## src/rtl/risc_pkg.sv

```systemverilog
// Shared constants for the reference input stage and system PLL configuration block.
// Assumes a single core clock domain; no register bus, all controls are plain ports.
package risc_pkg;
   localparam int NUM_STAGES = 7;
   localparam int NUM_CLKS = 16;
   localparam int IDX_W = 4;
   localparam int NEG_OFFSET = 8;
   localparam int FREQ_M_W = 48;
   localparam int FREQ_N_W = 16;
   localparam int FBDIV_W = 10;
   localparam logic [FBDIV_W-1:0] FBDIV_MIN = 10'h07A;
   localparam logic [FBDIV_W-1:0] FBDIV_MAX = 10'h230;
   localparam logic [FBDIV_W-1:0] FBDIV_RESET = 10'h07A;
   localparam int PDIV_W = 4;
   localparam logic [PDIV_W-1:0] PDIV_MIN = 4'h2;
   localparam logic [PDIV_W-1:0] PDIV_MAX = 4'hF;
   localparam logic [PDIV_W-1:0] PDIV_ONE = 4'h1;
   localparam logic [PDIV_W-1:0] PDIV_ZERO = 4'h0;
   localparam int GPIO0_STAGE = 0;
   localparam int GPIO0_CLK = 8;
   localparam int GPIO3_CLK = 15;
   localparam int VCV_W = 8;
   localparam logic [VCV_W-1:0] VCV_BASE_LO = 8'h20;
   localparam logic [VCV_W-1:0] VCV_BASE_HI = 8'hE0;
   localparam logic [VCV_W-1:0] VCV_SPAN_STEP = 8'h01;
   localparam int LOAD_STEPS = 4;
   localparam logic [2:0] LOAD_CNT_W0 = 3'h0;

   typedef enum logic [1:0] {
      RISC_MODE_DIFF = 2'h0,
      RISC_MODE_DUAL_SE = 2'h1,
      RISC_MODE_DIFF_GPIO = 2'h2
   } risc_mode_e;

   typedef enum logic [3:0] {
      RISC_ST_IDLE = 4'h1,
      RISC_ST_LOAD = 4'h2,
      RISC_ST_DONE = 4'h4,
      RISC_ST_RUN = 4'h8
   } risc_state_e;
endpackage

```

## src/rtl/risc_lock_mon.sv

```systemverilog
// System PLL lock monitor: limits derived from the feedback divider and doubler setting.
// Assumes the loop filter control voltage arrives as a digitised word on core_clk.
`timescale 1ns/10ps
module risc_lock_mon
   import risc_pkg::*;
(
   input wire logic core_clk,
   input wire logic arst_n,
   input wire logic [VCV_W-1:0] ctrlVoltage,
   input wire logic [FBDIV_W-1:0] fbDiv,
   input wire logic doubler,
   output logic lossOfLock
);
   logic [VCV_W-1:0] limLo;
   logic [VCV_W-1:0] limHi;
   logic [VCV_W-1:0] span;
   logic next_lossOfLock;

   ////////////////////////////////////////////////////////////////////////
   // Window narrows slightly at high multiplication; no user threshold exists
   assign span = VCV_SPAN_STEP + VCV_W'(fbDiv[FBDIV_W-1:FBDIV_W-3]) + VCV_W'(doubler);
   assign limLo = VCV_BASE_LO + span;
   assign limHi = VCV_BASE_HI - span;

   always_comb begin
      next_lossOfLock = (ctrlVoltage < limLo) || (ctrlVoltage > limHi);
   end

   always_ff @(posedge core_clk or negedge arst_n) begin
      if (!arst_n) begin
         lossOfLock <= 1'b1;
      end else begin
         lossOfLock <= next_lossOfLock;
      end
   end
endmodule

```

## src/rtl/risc_pre_div.sv

```systemverilog
// One reference path: optional inversion, disable, and integer pre-divider 2..15 with bypass.
// Assumes the reference is sampled synchronously to core_clk.
`timescale 1ns/10ps
module risc_pre_div
   import risc_pkg::*;
(
   input wire logic core_clk,
   input wire logic arst_n,
   input wire logic refIn,
   input wire logic enable,
   input wire logic invert,
   input wire logic bypass,
   input wire logic [PDIV_W-1:0] divValue,
   output logic refOut
);
   logic polIn;
   logic prevIn;
   logic next_prevIn;
   logic [PDIV_W-1:0] count;
   logic [PDIV_W-1:0] next_count;
   logic divClk;
   logic next_divClk;
   logic next_refOut;
   logic [PDIV_W-1:0] divSafe;

   ////////////////////////////////////////////////////////////////////////
   assign polIn = refIn ^ invert;
   // Out-of-range settings clamp so the divider never stalls
   assign divSafe = (divValue < PDIV_MIN) ? PDIV_MIN : divValue;

   always_comb begin
      next_prevIn = polIn;
      next_count = count;
      next_divClk = divClk;
      if (!enable) begin
         next_count = PDIV_ZERO;
         next_divClk = 1'b0;
      end else if (polIn && !prevIn) begin
         if (count >= divSafe - PDIV_ONE) begin
            next_count = PDIV_ZERO;
            next_divClk = 1'b1;
         end else begin
            next_count = count + PDIV_ONE;
            if (count == (divSafe >> 1) - PDIV_ONE) begin
               next_divClk = 1'b0;
            end
         end
      end
      if (!enable) begin
         next_refOut = 1'b0;
      end else if (bypass) begin
         next_refOut = polIn;
      end else begin
         next_refOut = divClk;
      end
   end

   always_ff @(posedge core_clk or negedge arst_n) begin
      if (!arst_n) begin
         prevIn <= 1'b0;
         count <= PDIV_ZERO;
         divClk <= 1'b0;
         refOut <= 1'b0;
      end else begin
         prevIn <= next_prevIn;
         count <= next_count;
         divClk <= next_divClk;
         refOut <= next_refOut;
      end
   end
endmodule

```

## src/rtl/risc_ref_input_cfg.sv

```systemverilog
// Reference input stage configuration and system PLL setup logic.
// Assumes host writes arrive as single-cycle strobes; boot sources present a ready image.
`timescale 1ns/10ps
module risc_ref_input_cfg
   import risc_pkg::*;
(
   input wire logic core_clk,
   input wire logic arst_n,
   // Per-stage pins and GPIO0/GPIO3 reference inputs
   input wire logic [NUM_STAGES-1:0] stagePosPin,
   input wire logic [NUM_STAGES-1:0] stageNegPin,
   input wire logic gpio0RefIn,
   input wire logic gpio3RefIn,
   // Per-stage configuration
   input wire logic [2*NUM_STAGES-1:0] stageMode,
   input wire logic [NUM_STAGES-1:0] stageNmos,
   // Per internal clock configuration
   input wire logic [NUM_CLKS-1:0] clkEnable,
   input wire logic [NUM_CLKS-1:0] clkInvert,
   input wire logic [NUM_CLKS-1:0] clkBypass,
   input wire logic [NUM_CLKS*PDIV_W-1:0] clkDivValue,
   input wire logic [NUM_CLKS-1:0] clkIsPulse,
   // Nominal frequency programming
   input wire logic freqWrite,
   input wire logic [IDX_W-1:0] freqIndex,
   input wire logic [FREQ_M_W-1:0] freqNum,
   input wire logic [FREQ_N_W-1:0] freqDen,
   input wire logic [IDX_W-1:0] freqReadIndex,
   output logic [FREQ_M_W-1:0] freqNumRead,
   output logic [FREQ_N_W-1:0] freqDenRead,
   output logic [NUM_CLKS-1:0] freqProgrammed,
   // Boot sources
   input wire logic otpEnable,
   input wire logic otpValid,
   input wire logic [FBDIV_W-1:0] otpFbDiv,
   input wire logic otpDoubler,
   input wire logic eepromEnable,
   input wire logic eepromValid,
   input wire logic [FBDIV_W-1:0] eepromFbDiv,
   input wire logic eepromDoubler,
   // Host PLL writes, loop control voltage and alarm pin enable
   input wire logic pllWrite,
   input wire logic [FBDIV_W-1:0] pllFbDivIn,
   input wire logic pllDoublerIn,
   input wire logic [VCV_W-1:0] ctrlVoltage,
   input wire logic lolGpioEnable,
   // Outputs
   output logic [FBDIV_W-1:0] pllFbDiv,
   output logic pllDoubler,
   output logic pllWriteRejected,
   output logic bootDone,
   output logic lossOfLock,
   output logic lolGpio,
   output logic [NUM_CLKS-1:0] stageNmosActive,
   output logic [NUM_CLKS-1:0] refClk,
   output logic [NUM_CLKS-1:0] pulseOut
);
   risc_state_e state;
   risc_state_e next_state;
   logic [2:0] loadCnt;
   logic [2:0] next_loadCnt;
   logic [FBDIV_W-1:0] next_pllFbDiv;
   logic next_pllDoubler;
   logic next_pllWriteRejected;
   logic next_bootDone;
   logic [FREQ_M_W-1:0] freqNumMem [NUM_CLKS];
   logic [FREQ_N_W-1:0] freqDenMem [NUM_CLKS];
   logic [FREQ_M_W-1:0] next_freqNumRead;
   logic [FREQ_N_W-1:0] next_freqDenRead;
   logic [NUM_CLKS-1:0] next_freqProgrammed;
   logic [NUM_CLKS-1:0] pathIn;
   logic [NUM_CLKS-1:0] pathEn;
   logic [NUM_CLKS-1:0] pathBypass;
   logic [NUM_CLKS-1:0] pathOut;
   logic [NUM_CLKS-1:0] next_refClk;
   logic [NUM_CLKS-1:0] next_pulseOut;
   logic [NUM_CLKS-1:0] next_stageNmosActive;
   logic next_lolGpio;
   logic monLol;
   logic bootHit;
   logic [FBDIV_W-1:0] bootFbDiv;
   logic bootDoubler;

   ////////////////////////////////////////////////////////////////////////
   // Input routing to internal clock indices
   always_comb begin
      pathIn = '0;
      pathEn = '0;
      pathBypass = clkBypass;
      next_stageNmosActive = '0;
      for (int s = 0; s < NUM_STAGES; s++) begin
         case (risc_mode_e'(stageMode[2*s +: 2]))
            RISC_MODE_DIFF: begin
               pathIn[s] = stagePosPin[s] & ~stageNegPin[s];
               pathEn[s] = clkEnable[s];
               next_stageNmosActive[s] = stageNmos[s];
            end
            RISC_MODE_DUAL_SE: begin
               pathIn[s] = stagePosPin[s];
               pathEn[s] = clkEnable[s];
               pathIn[s+NEG_OFFSET] = stageNegPin[s];
               pathEn[s+NEG_OFFSET] = clkEnable[s+NEG_OFFSET];
            end
            RISC_MODE_DIFF_GPIO: begin
               pathIn[s] = stagePosPin[s] & ~stageNegPin[s];
               pathEn[s] = clkEnable[s];
               next_stageNmosActive[s] = stageNmos[s];
               if (s == GPIO0_STAGE) begin
                  pathIn[GPIO0_CLK] = gpio0RefIn;
                  pathEn[GPIO0_CLK] = clkEnable[GPIO0_CLK];
                  pathBypass[GPIO0_CLK] = 1'b1;
               end
            end
            default: begin
               pathIn[s] = 1'b0;
            end
         endcase
      end
      // No stage owns clock 15, so GPIO3 drives it directly when enabled
      pathIn[GPIO3_CLK] = gpio3RefIn;
      pathEn[GPIO3_CLK] = clkEnable[GPIO3_CLK];
      pathBypass[GPIO3_CLK] = 1'b1;
   end

   for (genvar c = 0; c < NUM_CLKS; c++) begin : gPath
      risc_pre_div uPreDiv (
         .core_clk(core_clk),
         .arst_n(arst_n),
         .refIn(pathIn[c]),
         .enable(pathEn[c]),
         .invert(clkInvert[c]),
         .bypass(pathBypass[c]),
         .divValue(clkDivValue[c*PDIV_W +: PDIV_W]),
         .refOut(pathOut[c])
      );
   end

   always_comb begin
      next_refClk = pathOut & ~clkIsPulse;
      next_pulseOut = pathOut & clkIsPulse;
   end

   always_ff @(posedge core_clk or negedge arst_n) begin
      if (!arst_n) begin
         refClk <= '0;
         pulseOut <= '0;
         stageNmosActive <= '0;
      end else begin
         refClk <= next_refClk;
         pulseOut <= next_pulseOut;
         stageNmosActive <= next_stageNmosActive;
      end
   end

   ////////////////////////////////////////////////////////////////////////
   // Nominal frequency store, M over N
   always_comb begin
      next_freqProgrammed = freqProgrammed;
      if (freqWrite) begin
         next_freqProgrammed[freqIndex] = 1'b1;
      end
      next_freqNumRead = freqNumMem[freqReadIndex];
      next_freqDenRead = freqDenMem[freqReadIndex];
   end

   // Store has no reset; freqProgrammed tells which entries hold data
   always_ff @(posedge core_clk) begin
      if (freqWrite) begin
         freqNumMem[freqIndex] <= freqNum;
         freqDenMem[freqIndex] <= freqDen;
      end
   end

   always_ff @(posedge core_clk or negedge arst_n) begin
      if (!arst_n) begin
         freqProgrammed <= '0;
         freqNumRead <= '0;
         freqDenRead <= '0;
      end else begin
         freqProgrammed <= next_freqProgrammed;
         freqNumRead <= next_freqNumRead;
         freqDenRead <= next_freqDenRead;
      end
   end

   ////////////////////////////////////////////////////////////////////////
   // PLL configuration load and host access
   // OTP takes precedence when both hold valid images
   always_comb begin
      bootHit = 1'b0;
      bootFbDiv = otpFbDiv;
      bootDoubler = otpDoubler;
      if (otpEnable && otpValid) begin
         bootHit = 1'b1;
      end else if (eepromEnable && eepromValid) begin
         bootHit = 1'b1;
         bootFbDiv = eepromFbDiv;
         bootDoubler = eepromDoubler;
      end
   end

   // Writes before bootDone are dropped, not queued
   always_comb begin
      next_state = state;
      next_loadCnt = loadCnt;
      next_pllFbDiv = pllFbDiv;
      next_pllDoubler = pllDoubler;
      next_pllWriteRejected = 1'b0;
      next_bootDone = bootDone;
      case (state)
         RISC_ST_IDLE: begin
            next_state = RISC_ST_LOAD;
            next_loadCnt = LOAD_CNT_W0;
         end
         RISC_ST_LOAD: begin
            next_loadCnt = loadCnt + 3'h1;
            if (loadCnt == 3'(LOAD_STEPS - 1)) begin
               next_state = RISC_ST_DONE;
               // No valid image keeps the reset values
               if (bootHit) begin
                  next_pllFbDiv = bootFbDiv;
                  next_pllDoubler = bootDoubler;
               end
            end
         end
         RISC_ST_DONE: begin
            next_bootDone = 1'b1;
            next_state = RISC_ST_RUN;
         end
         RISC_ST_RUN: begin
            if (pllWrite) begin
               if (pllFbDivIn >= FBDIV_MIN && pllFbDivIn <= FBDIV_MAX) begin
                  next_pllFbDiv = pllFbDivIn;
                  next_pllDoubler = pllDoublerIn;
               end else begin
                  next_pllWriteRejected = 1'b1;
               end
            end
         end
         default: begin
            next_state = RISC_ST_IDLE;
         end
      endcase
   end

   always_ff @(posedge core_clk or negedge arst_n) begin
      if (!arst_n) begin
         state <= RISC_ST_IDLE;
         loadCnt <= LOAD_CNT_W0;
         pllFbDiv <= FBDIV_RESET;
         pllDoubler <= 1'b0;
         pllWriteRejected <= 1'b0;
         bootDone <= 1'b0;
      end else begin
         state <= next_state;
         loadCnt <= next_loadCnt;
         pllFbDiv <= next_pllFbDiv;
         pllDoubler <= next_pllDoubler;
         pllWriteRejected <= next_pllWriteRejected;
         bootDone <= next_bootDone;
      end
   end

   ////////////////////////////////////////////////////////////////////////
   // Lock alarm and its optional pin
   risc_lock_mon uLockMon (
      .core_clk(core_clk),
      .arst_n(arst_n),
      .ctrlVoltage(ctrlVoltage),
      .fbDiv(pllFbDiv),
      .doubler(pllDoubler),
      .lossOfLock(monLol)
   );

   assign lossOfLock = monLol;

   always_comb begin
      next_lolGpio = lolGpioEnable & monLol;
   end

   always_ff @(posedge core_clk or negedge arst_n) begin
      if (!arst_n) begin
         lolGpio <= 1'b0;
      end else begin
         lolGpio <= next_lolGpio;
      end
   end
endmodule
```

## config.mk

```make
export PLATFORM = sky130hd
export DESIGN_NAME = risc_ref_input_cfg
export DESIGN_NICKNAME = d
export VERILOG_FILES = /design/src/rtl/risc_pkg.sv /design/src/rtl/risc_lock_mon.sv /design/src/rtl/risc_pre_div.sv /design/src/rtl/risc_ref_input_cfg.sv
export SDC_FILE = /design/constraint.sdc
export NUM_CORES = 1
export LEC_CHECK = 0
export ABC_AREA = 1
export BUFFER_PORTS_ARGS = -buffer_cell sky130_fd_sc_hd__clkbuf_2
export CORE_ASPECT_RATIO = 1.5
export CORE_UTILIZATION = 52
export DETAILED_ROUTE_END_ITERATION = 7
export GPL_TIMING_DRIVEN = 0
export PLACE_DENSITY = 0.71
export SYNTH_ARGS = -nofsm -noshare
export SYNTH_HDL_FRONTEND = slang
export SYNTH_SLANG_ARGS = --single-unit
```

## constraint.sdc

```tcl
create_clock -name core_clk -period 2.3 [get_ports core_clk]
set_input_delay 0.115 -clock core_clk [delete_from_list [all_inputs] [get_ports core_clk]]
set_output_delay 0.115 -clock core_clk [all_outputs]
set_load 0.05 [all_outputs]
```

# Word-level counts from Yosys, hierarchy flattened
# Memories as Yosys holds them, arrays and structs flattened. A register that Yosys moved wholly into a read port is not among the register bits.
# Cells that the tools add are included.
[word_totals]
output_inout_bits = 143
mem_bits_rw = 1024
input_bits = 287
elab_cells = 530
memories = 2
regBits = 176
[classes]
reduce_logical = 75
n_eq_ne = 65
n_bitwise = 35
addsub = 47
muxes = 203
order_cmp = 34
[memory_table]
columns = ["name", "words", "word_bits", "rd", "rd_clocked_by_memory_dff", "write_ports", "line", "source"]
rows = [
  ["freqNumMem", 16, 48, 1, 1, 1, "risc_ref_input_cfg.sv:66", "logic [FREQ_M_W-1:0] freqNumMem [NUM_CLKS];"],
  ["freqDenMem", 16, 16, 1, 1, 1, "risc_ref_input_cfg.sv:67", "logic [FREQ_N_W-1:0] freqDenMem [NUM_CLKS];"],
]
[op_table]
columns = ["cell", "n"]
rows = [
  ["4-bit 2-to-1 mux", 57],
  ["1-bit 2-to-1 mux", 127],
  ["10-bit 2-to-1 mux", 6],
  ["4-bit by 1-bit adder with 4-bit output (second input constant)", 14],
  ["4-bit equality test", 14],
  ["4-bit greater-or-equal comparator", 14],
  ["4-bit by 2-bit < comparator with 1-bit output (second input constant)", 14],
  ["3-bit by 1-bit subtractor with 4-bit output (second input constant)", 14],
  ["4-bit by 1-bit subtractor with 4-bit output (second input constant)", 14],
  ["3-bit inequality test (second input constant)", 14],
  ["2-bit inequality test (second input constant)", 18],
  ["16-bit bitwise AND", 2],
  ["2-bit AND reduction", 15],
  ["3-bit OR reduction", 7],
  ["10-bit case mux with 2 select lines", 1],
  ["1-bit logical AND", 18],
  ["1-bit case mux with 2 select lines", 9],
  ["1-bit logical NOT", 16],
  ["16-bit inverter", 1],
  ["16-bit bitwise OR", 1],
  ["4-bit case mux with 4 select lines", 1],
  ["2-bit OR reduction", 8],
  ["1-bit XOR", 15],
  ["2-bit by 1-bit equality test with 1-bit output (second input constant)", 7],
  ["other kinds (25)", 52],
]

# Longest topological paths before layout
[depth]
word_depth = 8
depth_mapped = 17
depth_no_buf = 17

# Hierarchy
# Synthesis repeated with hierarchy kept, for this count alone.
[hier_totals]
cells_unflattened = 5241
area_unflattened_um2 = 57455.1
[by_module_without_submodules]
columns = ["module", "cells_each", "area_each_um2", "n_inst", "seq_area_each_um2"]
rows = [
  ["risc_ref_input_cfg", 3748, 46916.2, 1, 34260.4],
  ["risc_pre_div", 88, 626.9, 16, 175.2],
  ["risc_lock_mon", 85, 509.2, 1, 26.3],
]

# Least setup slack after synthesis
# No wires, ideal clock.
[synth_path]
kind = "input to register"
start = "input freqIndex[0]"
end = "memory freqDenMem[0][0] (enable)"
path_slack_ns = -1.190
stages = 3
required_time_ns = 1.813
arrival_time_ns = 3.003
n_path_buf = 0
setup_ns = 0.487
path_cell_list = "inv_1 > nand3_1 > nor2_1"
[synth_rtl]
columns = ["item", "line", "source"]
rows = [
  ["start, declared", "risc_ref_input_cfg.sv:25", "input wire logic [IDX_W-1:0] freqIndex,"],
  ["end, declared", "risc_ref_input_cfg.sv:67", ""],
]
# Straight into the memory's write port.

# Worst setup path after layout
[layout_path]
start = "register pllFbDiv[8]"
end = "register uLockMon.lossOfLock"
[layout_via]
elab_chain_len = 5
elab_cells_between_ends = 7
cone_classes = "add/sub (4); order compare (2); reduce/logical (1)"
[layout_lines]
columns = ["item", "line", "source"]
rows = [
  ["start, declared", "risc_ref_input_cfg.sv:48", "output logic [FBDIV_W-1:0] pllFbDiv,"],
  ["start signal, assigned", "risc_ref_input_cfg.sv:257", "pllFbDiv <= next_pllFbDiv;"],
  ["1-bit by 3-bit adder with 4-bit output *", "risc_lock_mon.sv:21", "assign span = VCV_SPAN_STEP + VCV_W'(fbDiv[FBDIV_W-1:FBDIV_W-3]) + VCV_W'(doubler);"],
  ["8-bit by 1-bit adder with 8-bit output *", "risc_lock_mon.sv:21", ""],
  ["6-bit by 8-bit adder with 8-bit output / 8-bit subtractor (equally long branches)", "risc_lock_mon.sv:22, risc_lock_mon.sv:23", ""],
  ["8-bit < comparator / 8-bit > comparator (equally long branches)", "risc_lock_mon.sv:26", "next_lossOfLock = (ctrlVoltage < limLo) || (ctrlVoltage > limHi);"],
  ["1-bit logical OR *", "risc_lock_mon.sv:26", ""],
  ["net uLockMon.next_lossOfLock", "risc_lock_mon.sv:17", "logic next_lossOfLock;"],
  ["end signal, assigned", "risc_lock_mon.sv:33", "lossOfLock <= next_lossOfLock;"],
  ["end, declared", "risc_lock_mon.sv:12", "output logic lossOfLock"],
]
# Mark *: on every way through the listed nets, which the timed path passes. The rest lies on a longest branch.
# A chain may end at the register's enable or synchronous reset.

==> impl_metrics.env <==
export IMPL_cts_tree="built"
export IMPL_fin_crit_sh_pct=98.2
export IMPL_htreeDepth=3
export IMPL_grt_max_degree=105
export IMPL_ant_nets=0
export IMPL_rsz0062_at_grt="yes"
export IMPL_synthToLayoutAreaGrowth_pct=22.3
export IMPL_fin_tns_setup_ps=0
export IMPL_synthFlopType="edfxtp_1"
export IMPL_drc=0
export IMPL_synthTopCellsByArea="edfxtp_1 57%, dfrtp_1 11%, nor2_1 6.5%"
export IMPL_critPathArrivalTime_ps=2920
export IMPL_seq_area_frac_synth_pct=68.5
export IMPL_cap_violations=0
export IMPL_cts_root_buf="clkbuf_16"
export IMPL_layout_drive_gt1_share_pct=15.0
export IMPL_ys_types=36
export IMPL_die_h_um=395
export IMPL_worst_pin_slew_ps=1410
export IMPL_timing_final_hold_violations=0
export IMPL_start_kind="register"
export IMPL_period_minus_slack_ps=2260
export IMPL_hpwl_um=108000
export IMPL_yosysMostFrequentCell="edfxtp_1"
export IMPL_ff2ff_setup_slack_ps=40
export IMPL_final_util_pct=64.5
export IMPL_yosysWarnings=0
export IMPL_core_area_sq_um=102000
export IMPL_synth_top_area_share_pct=57.4
export IMPL_fp_dieW_um=264
export IMPL_nFillCells=7322
export IMPL_die_area_sq_um=104000
export IMPL_hold_slack_ps=47.7
export IMPL_slew_headroom_pct=6.17
export IMPL_wl_per_cell_um=24.4
export IMPL_drt_wl_total_um=167000
export IMPL_grt_pass1_wl_um=243000
export IMPL_fmax_mhz=443
export IMPL_clock_skew_ps=34.7
export IMPL_clkSinkCount=1262
export IMPL_gp_congestion=0.862
export IMPL_grtUsageTotal_pct=31.7
export IMPL_syn_area_sq_um=53600
export IMPL_clk_path_buf_depth=3
export IMPL_hp_start="stageNegPin[1]"
export IMPL_cts_buffers=114
export IMPL_min_delay_worst_endpoint="gPath[1].uPreDiv.prevIn$_DFF_PN0_"
export IMPL_finalNonFillerCells=6855
export IMPL_vias=40200
export IMPL_antenna_found_initial=10
export IMPL_io_pins=430
export IMPL_grt_overflow_total=0
export IMPL_drt_initial_drc_count=4416
export IMPL_placed_cells=6364
export IMPL_slew_viol_final=0
export IMPL_timing_rr_end="uLockMon.lossOfLock$_DFF_PN1_"
export IMPL_endpoint_kind="register"
export IMPL_path_max_fanout=4
export IMPL_worstPathRequired_ps=2960
export IMPL_synth_edf_count=1024
export IMPL_irDropWorstVdd_mv=0.759
export IMPL_power_density_nw_per_um2=806
export IMPL_r2r_start="pllFbDiv[8]$_DFFE_PN0P_"
export IMPL_final_nets=5864
export IMPL_first_global_vias=39700
export IMPL_vias_per_cell=5.86
export IMPL_clk_latency_ps=760
export IMPL_synth_top_area_cell="edfxtp_1"
export IMPL_firstDrtPassIters=5
export IMPL_hold_path_class="in2reg"
export IMPL_synth_common_cells="1024 x edfxtp_1, 923 x nor2_1, 440 x o21ai_0, 406 x nand2_1, 279 x inv_1"
export IMPL_whs_path_depth=6
export IMPL_worst_setup_path_type="reg2reg"
export IMPL_p_leak_uw=0.0254
export IMPL_initial_core_util_pct=52.7
export IMPL_syn_inst=4598
export IMPL_async_flop_share_pct=18.9
export IMPL_avgSynthCellArea_sq_um=11.7
export IMPL_ys_seq_elements=1262
export IMPL_rows=143
export IMPL_setup_violations=0
export IMPL_status="finished clean"
export IMPL_io_buffer_count=403
export IMPL_r2r_cells=14
export IMPL_clkTransAtPathRegs_ps=70
[layout by cell type (no fill, tap or decap), types with 12 or more instances in the layout]
cell type	synthesis	routed
nand3b_1	12	12
dlygate4sd3_1	0	261
buf_6	19	19
nand2_1	406	399
clkbuf_16	0	121
o21ai_1	207	210
edfxtp_1	1024	1024
clkbuf_1	111	122
xor2_1	55	52
buf_2	46	46
nand3_1	220	216
clkbuf_2	0	402
nor2_1	923	896
bufinv_16	0	18
clkinv_2	0	17
inv_1	279	275
nand4_1	36	36
xnor2_1	37	37
o21bai_1	15	15
o211ai_1	262	262
clkbuf_8	0	19
dfrtp_1	231	229
or2_2	20	20
ha_1	132	127
buf_12	0	42
nor2_4	0	20
a21oi_1	33	31
o21ai_0	440	436
buf_1	32	31
buf_4	20	28
[stage by stage]
stage / total power (uW) / setup WS, ps / area, sq um
final: 52800 / 41.0 / 65500
after global routing: 54200 / -103 / 65500
after CTS: 52600 / 5.82 / 65300
after detailed placement: 31500 / -268 / 58400
after global placement: 31300 / -4900 / 57300
after floorplan: 29300 / -179 / 53700
[worst max-delay path by stage]
stage	cells after the start	startpoint	to	slack, ps
global route	15	pllFbDiv[8]$_DFFE_PN0P_	uLockMon.lossOfLock$_DFF_PN1_	-100
detailed placement	6	freqReadIndex[2]	freqDenRead[1]$_DFF_PN0_	-270
CTS	16	pllFbDiv[7]$_DFFE_PN0P_	uLockMon.lossOfLock$_DFF_PN1_	6
global placement	1	arst_n	pllFbDiv[8]$_DFFE_PN0P_	-4900
finish	14	pllFbDiv[8]$_DFFE_PN0P_	uLockMon.lossOfLock$_DFF_PN1_	40
floorplan	3	freqIndex[0]	freqDenMem[0][0]$_DFFE_PP_	-180
[critical path: stages, from the launching register on]
cell	delay, ps
dfrtp_2	450
ha_4	190
xor2_4	190
nand3_4	120
xor2_4	260
buf_4	160
nand2_1	50
nand2_1	60
nand2_1	60
ha_1	280
nand2_1	60
inv_2	60
nand4_1	120
nand4_1	100
nand2_1	50
[final cells by class]
class | count | area, sq um | area share [%]
Clock buffer | 150 | 3320 | 5.06
Multi-Input combinational cell | 2834 | 15000 | 22.9
Inverter | 282 | 1070 | 1.63
Tap cell | 1305 | 1630 | 2.49
Buffer | 230 | 1160 | 1.77
Timing Repair Buffer | 721 | 5730 | 8.75
Sequential cell | 1262 | 36700 | 56.0
Clock inverter | 66 | 906 | 1.38
Antenna cell | 5 | 12.5 | 0.0191
[flip-flops by register name, summed over array words and instances, names as in the netlist, 10 cells and up]
register	cells
gPath.uPreDiv.divClk	14
gPath.uPreDiv.prevIn	14
refClk	15
freqNumMem	768
freqDenRead	16
freqDenMem	256
freqProgrammed	16
pulseOut	15
gPath.uPreDiv.refOut	15
pllFbDiv	10
freqNumRead	48
gPath.uPreDiv.count	56
[cells by family after synthesis]
| family | after synthesis | share of synthesized area, % |
|---|---|---|
| AND/OR/NAND/NOR | 1627 | 12.3 |
| flip-flops | 1262 | 68.5 |
| AO/OA/AOI/OAI | 972 | 10.4 |
| buffers and inverters | 512 | 4.15 |
| adder cells (fa/ha/maj) | 132 | 3.08 |
| XOR/XNOR | 92 | 1.50 |
| other | 1 | 0.00700 |
[layer usage]
metal  routed length [um]  global-route usage, %
met2                82300                   54.1
met4                11900                   21.2
met5                   59                      0
met3                16200                   6.48
met1                56600                   35.7
[timing repair]
action                      CTS  global route
pin swaps                     2            16
setup buffers                 1             7
setup endpoints to repair     1            33
hold endpoints to repair   1402             2
resized for setup             7            48
hold buffers                261             3
[power breakdown]
part	leakage, uW	total, uW	switching (uW)	internal (uW)
Sequential	0.0123	25600	241	25400
Combinational	0.0111	6110	4220	1890
Clock	0.00206	21100	8800	12300
Note: power is estimated with default switching activity, not from simulation.
